## config.mk

```make
export PLATFORM = sky130hd
export DESIGN_NAME = lfg_top
export DESIGN_NICKNAME = d
export VERILOG_FILES = /design/src/hw/lfg_pkg.sv /design/src/hw/lfg_top.sv
export VERILOG_INCLUDE_DIRS = /design/src /design/src/hw
export SDC_FILE = /design/constraint.sdc
export NUM_CORES = 1
export LEC_CHECK = 0
export BUFFER_PORTS_ARGS = -buffer_cell sky130_fd_sc_hd__clkbuf_2
export CAP_MARGIN = 10
export CORE_MARGIN = 3
export CORE_UTILIZATION = 39
export CTS_CLUSTER_DIAMETER = 40
export DETAILED_ROUTE_END_ITERATION = 16
export GPL_TIMING_DRIVEN = 0
export PLACE_DENSITY_LB_ADDON = 0.3
export SKIP_LAST_GASP = 1
export SLEW_MARGIN = 20
export SYNTH_ARGS = -nofsm -noshare
export SYNTH_HDL_FRONTEND = slang
export SYNTH_SLANG_ARGS = --single-unit
```

## constraint.sdc

```tcl
create_clock -name ref_clk_in -period 3.1 [get_ports ref_clk_in]
set_input_delay 0.62 -clock ref_clk_in [delete_from_list [all_inputs] [get_ports ref_clk_in]]
set_output_delay 0.62 -clock ref_clk_in [all_outputs]
set_load 0.02 [all_outputs]
```

## src/hw/lfg_params.svh

```systemverilog
// Purpose: Named offsets, reset values and timing for the fast gate block
// Assumes: 100 MHz block clock
// Notes:   Included by the package and the design module
`ifndef LFG_PARAMS_SVH
`define LFG_PARAMS_SVH

`define LFG_CLK_MHZ           100
`define LFG_LPC_PORT_ADDR     16'h0092
`define LFG_CFG_LDN           8'h01
`define LFG_CFG_IDX_ENABLE    8'h30
`define LFG_EC_BASE_RUNTIME   32'h400F_1800
`define LFG_EC_BASE_PRIVATE   32'h400F_1900
`define LFG_OFS_FAST_GATE     32'h0000_0000
`define LFG_OFS_ENABLE        32'h0000_0030
`define LFG_OFS_GATE_CTRL     32'h0000_0000
`define LFG_OFS_GATE_SET      32'h0000_0008
`define LFG_BIT_ENABLE        0
`define LFG_BIT_RESET         0
`define LFG_BIT_ALT_GATE      1
`define LFG_BIT_GATE_CTRL     0
`define LFG_RST_ENABLE        1'b0
`define LFG_RST_FAST_GATE     2'h0
`define LFG_RST_GATE_CTRL     1'b1
`define LFG_DELAY_US          14
`define LFG_PULSE_US          6
`define LFG_DELAY_CYC         (`LFG_DELAY_US * `LFG_CLK_MHZ)
`define LFG_PULSE_CYC         (`LFG_PULSE_US * `LFG_CLK_MHZ)
`define LFG_CNT_W             11

`endif

```

## src/hw/lfg_pkg.sv

```systemverilog
// Purpose: Types for the fast gate and CPU reset block
// Assumes: lfg_params.svh supplies widths
// Notes:   Whole state lives in lfg_state_type
`include "lfg_params.svh"

package lfg_pkg;

  typedef enum logic [1:0]
  {
    LFG_IDLE  = 2'b00,
    LFG_DELAY = 2'b01,
    LFG_PULSE = 2'b10,
    LFG_WAIT0 = 2'b11
  } lfg_rst_state_type;

  // One register access port: write strobe, address, data
  typedef struct packed
  {
    logic        wr;
    logic [31:0] addr;
    logic [7:0]  wdata;
  } lfg_ec_req_type;

  typedef struct packed
  {
    logic        cfg_wr;
    logic [7:0]  logical_device_number;
    logic [7:0]  index;
    logic        io_wr;
    logic [15:0] io_addr;
    logic [7:0]  wdata;
  } lfg_host_req_type;

  typedef struct packed
  {
    logic                   port_en;
    logic                   alt_gate;
    logic                   rst_bit;
    logic                   gate_ctrl;
    lfg_rst_state_type      rst_state;
    logic [`LFG_CNT_W-1:0]  count;
    logic                   pulse_n;
    logic [7:0]             host_rdata;
    logic [7:0]             ec_rdata;
  } lfg_state_type;

endpackage : lfg_pkg

```

## src/hw/lfg_top.sv

```systemverilog
// Purpose: Fast address-line gate and fast CPU reset logic
// Assumes: Host and controller strobes are synchronous one-cycle pulses
// Notes:   Reads return data one cycle after the read strobe
`timescale 1ns/100ps
`include "lfg_params.svh"

// Functional notes
// - Host writes to port 92h are ignored unless the port enable bit is set.
// - The enable register is reached at logical device 1, index 30h.
// - The controller reaches the enable and port registers from 400F_1800h.
// - The gate output is the OR of the alternate level and controller bit.
// - Bit 1 of the port sets the alternate gate level high or low.
// - Writing 1 to bit 0 waits 14 us, then pulses reset low for 6 us.
// - A new pulse needs the reset bit written to 0 and then to 1 again.
// - The controller gate bit drives the gate and resets to 1.
// - Any write to the gate-set strobe at offset 08h sets the gate bit.
module lfg_top
  import lfg_pkg::*;
(
  // Clock and reset
  input  wire logic             ref_clk_in,
  input  wire logic             reset_in,
  // Host side (LPC decoded cycles)
  input  wire lfg_host_req_type host_req_in,
  input  wire logic             host_cfg_rd_in,
  input  wire logic             host_io_rd_in,
  output logic      [7:0]       host_rdata_out,
  // Controller side
  input  wire lfg_ec_req_type   ec_req_in,
  input  wire logic             ec_rd_in,
  output logic      [7:0]       ec_rdata_out,
  // Outputs
  output logic                  address_line_gate_out,
  output logic                  alternate_reset_pulse_n_out
);

  lfg_state_type state;
  lfg_state_type next_state;

  logic cfg_hit;
  logic io_hit;
  logic ec_en_hit;
  logic ec_port_hit;
  logic ec_ctrl_hit;
  logic ec_set_hit;
  logic port_wr;
  logic [7:0] port_wdata;
  logic [7:0] enable_rd;
  logic [7:0] port_rd;
  logic [7:0] ctrl_rd;

  always_comb
  begin
    cfg_hit   = (host_req_in.logical_device_number == `LFG_CFG_LDN)
             && (host_req_in.index == `LFG_CFG_IDX_ENABLE);
    io_hit    = host_req_in.io_addr == `LFG_LPC_PORT_ADDR;
    ec_en_hit   = ec_req_in.addr
               == (`LFG_EC_BASE_RUNTIME + `LFG_OFS_ENABLE);
    ec_port_hit = ec_req_in.addr
               == (`LFG_EC_BASE_RUNTIME + `LFG_OFS_FAST_GATE);
    ec_ctrl_hit = ec_req_in.addr
               == (`LFG_EC_BASE_PRIVATE + `LFG_OFS_GATE_CTRL);
    ec_set_hit  = ec_req_in.addr
               == (`LFG_EC_BASE_PRIVATE + `LFG_OFS_GATE_SET);
    // Controller writes the port regardless; host only when enabled
    port_wr    = (host_req_in.io_wr && io_hit && state.port_en)
              || (ec_req_in.wr && ec_port_hit);
    port_wdata = (ec_req_in.wr && ec_port_hit) ? ec_req_in.wdata
                                                : host_req_in.wdata;
    enable_rd = {7'h00, state.port_en};
    port_rd   = {6'h00, state.alt_gate, state.rst_bit};
    ctrl_rd   = {7'h00, state.gate_ctrl};
  end

  always_comb
  begin
    next_state = state;
    // Enable register; controller write takes priority over host
    if (ec_req_in.wr && ec_en_hit)
    begin
      next_state.port_en = ec_req_in.wdata[`LFG_BIT_ENABLE];
    end
    else if (host_req_in.cfg_wr && cfg_hit)
    begin
      next_state.port_en = host_req_in.wdata[`LFG_BIT_ENABLE];
    end
    if (port_wr)
    begin
      next_state.alt_gate = port_wdata[`LFG_BIT_ALT_GATE];
      next_state.rst_bit  = port_wdata[`LFG_BIT_RESET];
    end
    if (ec_req_in.wr && ec_set_hit)
    begin
      next_state.gate_ctrl = 1'b1;
    end
    else if (ec_req_in.wr && ec_ctrl_hit)
    begin
      next_state.gate_ctrl = ec_req_in.wdata[`LFG_BIT_GATE_CTRL];
    end
    // Reset pulse sequencer
    next_state.pulse_n = 1'b1;
    unique case (state.rst_state)
      LFG_IDLE:
      begin
        if (port_wr && port_wdata[`LFG_BIT_RESET] && !state.rst_bit)
        begin
          next_state.rst_state = LFG_DELAY;
          next_state.count     = `LFG_CNT_W'(`LFG_DELAY_CYC - 1);
        end
      end
      LFG_DELAY:
      begin
        if (state.count == '0)
        begin
          next_state.rst_state = LFG_PULSE;
          next_state.count     = `LFG_CNT_W'(`LFG_PULSE_CYC - 1);
          next_state.pulse_n   = 1'b0;
        end
        else
        begin
          next_state.count = state.count - 1'b1;
        end
      end
      LFG_PULSE:
      begin
        next_state.pulse_n = 1'b0;
        if (state.count == '0)
        begin
          next_state.rst_state = LFG_WAIT0;
          next_state.pulse_n   = 1'b1;
        end
        else
        begin
          next_state.count = state.count - 1'b1;
        end
      end
      LFG_WAIT0:
      begin
        if (!next_state.rst_bit)
        begin
          next_state.rst_state = LFG_IDLE;
        end
      end
    endcase
    next_state.host_rdata = 8'h00;
    if (host_cfg_rd_in && cfg_hit)
    begin
      next_state.host_rdata = enable_rd;
    end
    else if (host_io_rd_in && io_hit)
    begin
      next_state.host_rdata = port_rd;
    end
    next_state.ec_rdata = 8'h00;
    if (ec_rd_in && ec_en_hit)
    begin
      next_state.ec_rdata = enable_rd;
    end
    else if (ec_rd_in && ec_port_hit)
    begin
      next_state.ec_rdata = port_rd;
    end
    else if (ec_rd_in && ec_ctrl_hit)
    begin
      next_state.ec_rdata = ctrl_rd;
    end
  end

  always_ff @(posedge ref_clk_in)
  begin
    if (reset_in)
    begin
      state           <= '0;
      state.port_en   <= `LFG_RST_ENABLE;
      state.alt_gate  <= 1'(`LFG_RST_FAST_GATE >> `LFG_BIT_ALT_GATE);
      state.rst_bit   <= 1'b0;
      state.gate_ctrl <= `LFG_RST_GATE_CTRL;
      state.rst_state <= LFG_IDLE;
      state.pulse_n   <= 1'b1;
    end
    else
    begin
      state <= next_state;
    end
  end

  assign address_line_gate_out = state.alt_gate | state.gate_ctrl;
  assign alternate_reset_pulse_n_out = state.pulse_n;
  assign host_rdata_out = state.host_rdata;
  assign ec_rdata_out   = state.ec_rdata;

endmodule : lfg_top

```

Word level (Yosys, flattened, before mapping)
Index checks and enable logic that the tools add are counted.

operators by class
  equal/unequal tests = 15
  bitwise gates (word level) = 2
  reductions and logical operators = 28
  $add $sub $neg = 1
  muxes and demuxes = 20

operators with widths
  operator                                                                  count
  32-bit by 31-bit equality test with 1-bit output (second input constant)  4
  11-bit one-hot mux with 3 select lines                                    1
  11-bit two-way mux                                                        2
  16-bit by 8-bit equality test with 1-bit output (second input constant)   1
  1-bit logical AND                                                         15
  13-bit two-way mux                                                        1
  11-bit zero test                                                          1
  11-bit by 1-bit subtractor with 11-bit output (second input constant)     1
  2-bit two-way mux                                                         5
  2-bit != test (second input constant)                                     5
  1-bit two-way mux                                                         9
  8-bit by 1-bit equality test with 1-bit output (second input constant)    1
  8-bit by 6-bit equality test with 1-bit output (second input constant)    1
  2-bit one-hot mux with 4 select lines                                     1
  2-bit OR reduction                                                        3
  3-bit OR reduction                                                        2
  2-bit equality test (second input constant)                               2
  4-bit AND reduction                                                       1
  3-bit AND reduction                                                       1
  3-bit nonzero test                                                        1
  2-bit by 1-bit equality test with 1-bit output (second input constant)    1
  2-bit zero test                                                           1
  1-bit one-hot mux with 2 select lines                                     1
  2-bit nonzero test                                                        1
  other kinds (4)                                                           4

word-level totals
  bits in registers = 34
  bits of input ports = 88

Depth between registers and ports, before layout
  depth in word-level cells = 8
  depth in mapped cells = 9

Worst setup path after synthesis
Ideal clock, no wire load.

  path type = input port to flip-flop
  from = input host_req_in[17] (netlist bit)
  to = register state[22] (netlist bit)
  cell stages on the path = 7
  path slack = 0.058 ns
  arrival = 2.911 ns
  path through = or4_4 or4_4 or4b_4 o211a_4 buf_6 o311ai_1 o31ai_1

on the way
  cells in the longest elaborated chain, start to end = 8

ends and longest elaborated chain
  what                                                              RTL line        source
  start, declared                                                   lfg_top.sv:24   input wire lfg_host_req_type host_req_in,
  16-bit by 8-bit equality test with 1-bit output (no source line)  --
  1-bit logical AND (2 in series)                                   lfg_top.sv:66   port_wr = (host_req_in.io_wr && io_hit && state.port_en)
  1-bit logical OR                                                  lfg_top.sv:67   || (ec_req_in.wr && ec_port_hit);
  1-bit logical AND (2 in series)                                   lfg_top.sv:105  if (port_wr && port_wdata[`LFG_BIT_RESET] && !state.rst_bit)
  2-bit != test (no source line)                                    --
  3-bit AND reduction (no source line)                              --
  end signal, assigned                                              lfg_top.sv:183  state <= next_state;
  end, declared                                                     lfg_top.sv:37   lfg_state_type state;

Every way passes these cells.
A chain may end at the register's enable or synchronous reset.

Final worst setup path
  from = input host_req_in[17] (netlist bit)
  to = register state[18] (netlist bit)

The elaborated chain is that of the path after synthesis.

==> out/qor.yml <==
clock_network:
  ctsResizeCount: 0
  cts_sinks: 22
  insertion_delay_ns: 0.26
  htree_num_levels: 1
  hold_buffers: 0
  cts_buffer_depth: 2
  cts_tree: "built"
  cts_setup_buffers: 0
  path_clk_slew_ns: 0.08
  clockRootBuffer: "clkbuf_8"
  cts_made_buffers: 3
floorplan:
  dieArea_mm2: 0.005241
  dieWidth_um: 72.40
  boundaryPins: 106
  initial_core_util_pct: 41.78
  die_y_um: 72.40
  std_cell_rows: 23
  core_mm2: 0.004115
setup_path:
  cp_max_fo: 7
  critPathSlowestCell: "or4_4"
  arrival_ns: 3.14
  endpoint_kind: "flip-flop"
  r2r_slack_ns: 0.63
  start_kind: "primary input"
  max_stage_delay_ns: 0.56
  path_cells: "clkbuf_2, or4_4, or4_4, or4b_4, o211ai_2, nand2_1, a211oi_1"
  path_class: "in2reg"
  required_ns: 3.28
  crit_path_frequent_cell: "or4_4"
timing:
  drv_slew: 0
  rsz0062_at_grt: "false"
  skew_ns: 0.004869
  period_share_pct: 95.52
  worstMarginPinSlew_ns: 0.7617
  hold-worst-slack_ns: 0.4858
  setup_viol: 0
  max_slew_margin_pct: 48.83
  fmax_ghz: 0.3377
  hold_violations: 0
  min_period_ns: 2.961
layout:
  fin_util_pct: 55.03
  drive_gt1_share_pct: 35.92
  multi_input_comb_area_mm2: 0.001136
  syn_to_final_growth_pct: 31.73
  nets: 406
  seq_area_um2: 440.4
  final.fill_count: 380
  diodes: 0
global_route:
  grt_pass1_wl_um: 7472
  grt_max_degree: 12
  grt_pass1_vias: 1738
  grt_usage_pct: 17.27
  antenna_found_initial: 0
  gr-total-overflow: 0
pwr:
  power-per-cell-area_mw_per_mm2: 241.8
  peakVddDrop_mv: 0.1404
  p_total_mw: 0.5475
  p_leak_nw: 1.007
synth:
  synth_area_leaders: "dfxtp_1, buf_4, ha_1"
  yosysTopAreaCell: "dfxtp_1"
  yosysUniqueCellTypes: 52
  postSynthAreaPerCell_um2: 7.996
  synth_top_area_share_pct: 25.62
  netlist_area_mm2: 0.001719
  yosysWarnings: 0
  ys_ff_latch: 22
  synthCells: 215
  async_flop_share_pct: 0
  synth_ff_type: "dfxtp_1"
  ys_seq_area_share_pct: 25.62
  synth-edff-count: 0
route:
  met2WireLength_um: 2297
  wl_um: 4556
  route.met3.wl_um: 312
  drtIter0Drc: 217
  dr.pass1.iters: 4
  via_per_inst: 5.340
  routedWlPerCell_um: 12.69
  drc_errors: 0
  routed.top_layer: "met4"
  wl_met1_um: 1908
  dr_total_vias: 1917
  ant_nets: 0
placement:
  gp_congestion: 0.8874
  place_hpwl_um: 3746
  port_buffers: 80
worst_hold_path:
  worstHoldPathType: "reg2reg"
outcome:
  status: "finished clean"
flow_run:
  drv_cap: 0
## through the flow
stage / area, um^2 / setup WS [ns] / setup TNS [ns] / std cells
5_1_grt: 2265 / 0.06420 / 0 / 359
2_1_floorplan: 1760 / 0.05836 / 0 / 226
3_5_place_dp: 2223 / -0.1349 / -0.9798 / 356
6_report: 2265 / 0.1388 / 0 / 359
4_1_cts: 2265 / 0.1436 / 0 / 359
3_3_place_gp: 2223 / -0.1197 / -0.7807 / 356
## layout by cell type (no fill, tap or decap), types with 2 or more instances in the layout
| cell | instances |
|---|---|
| o31a_1 | 2 |
| ha_1 | 7 |
| or4_1 | 2 |
| a21oi_1 | 13 |
| dfxtp_1 | 22 |
| nor4b_1 | 2 |
| and3_1 | 5 |
| nor2_1 | 14 |
| clkbuf_2 | 80 |
| conb_1 | 12 |
| nor3b_1 | 3 |
| nor4bb_1 | 2 |
| o41ai_1 | 2 |
| buf_4 | 16 |
| or4_4 | 2 |
| nand2_1 | 16 |
| clkbuf_1 | 4 |
| nand3_1 | 10 |
| nor3_1 | 9 |
| buf_1 | 3 |
| clkbuf_8 | 3 |
| nand4_1 | 7 |
| mux2i_1 | 4 |
| and4_1 | 3 |
| nor4_1 | 10 |
| o21ai_0 | 13 |
| inv_1 | 7 |
| nor2b_1 | 3 |
| nand2b_1 | 2 |
| o31ai_1 | 5 |
| a211oi_1 | 3 |
## final timing paths
check | startpoint | endpoint | depth (start not counted)
max | host_req_in[17] | state[18] | 7
min | state[21] | state[21] | 2
max reg2reg | state[22] | state[27] | 7
min reg2reg | state[21] | state[21] | 2
## state kept, by name, summed over array words and instances, names as in the netlist
register                     count
ec_rdata_out                     2
enable_rd                        1
ctrl_rd                          1
host_rdata_out                   2
state                           13
port_rd                          2
alternate_reset_pulse_n_out      1
## power breakdown
group | leakage, nW | switching, mW | total, mW | internal, mW
Clock | 0.0216 | 0.0857 | 0.172 | 0.0866
Combinational | 0.809 | 0.0407 | 0.0928 | 0.0521
Sequential | 0.177 | 0.000000137 | 0.282 | 0.282
## worst max-delay path: cells and delay by family
| family | cells | cell delay, ns |
|---|---|---|
| compound gates | 2 | 0.61 |
| simple gates | 4 | 1.82 |
| buf+inv | 1 | 0.08 |
## area by class of cell
cell class	instances	area share [%]
inverters	7	1.160
clock buffers	3	1.823
multi-input cells	173	50.17
repair buffers	80	17.68
well taps	50	2.762
flip-flops and latches	22	19.45
plain buffers	24	6.961
## cells by family (layout without fill, tap and decap cells)
kind of cell             count (synthesis)  in the layout  synth area share [%]
buffers and inverters                   31            114                 10.70
adder cells (fa/ha/maj)                  7              7                 5.094
flip-flops                              22             22                 25.62
XOR/XNOR                                 1              1                0.5096
AND/OR/NAND/NOR                        100            100                 35.52
multiplexers                             5              5                 2.984
other                                    1             12                0.2181
AO/OA/AOI/OAI                           48             48                 19.36
## synth_stat cells (7+ instances only)
cell type and n:
a21oi_1 13, buf_4 16, dfxtp_1 22, ha_1 7, inv_1 7, nand2_1 16
nand3_1 10, nand4_1 7, nor2_1 14, nor3_1 9, nor4_1 10, o21ai_0 13
## layer usage
metal  global-route usage (%)  vias to the layer above
li1                         -                      972
met1                    22.22                      868
met2                    30.54                       73
met3                    2.216                        4
met4                    4.098                        0
met5                        0                        -
Note: power is estimated with default switching activity, not from simulation.
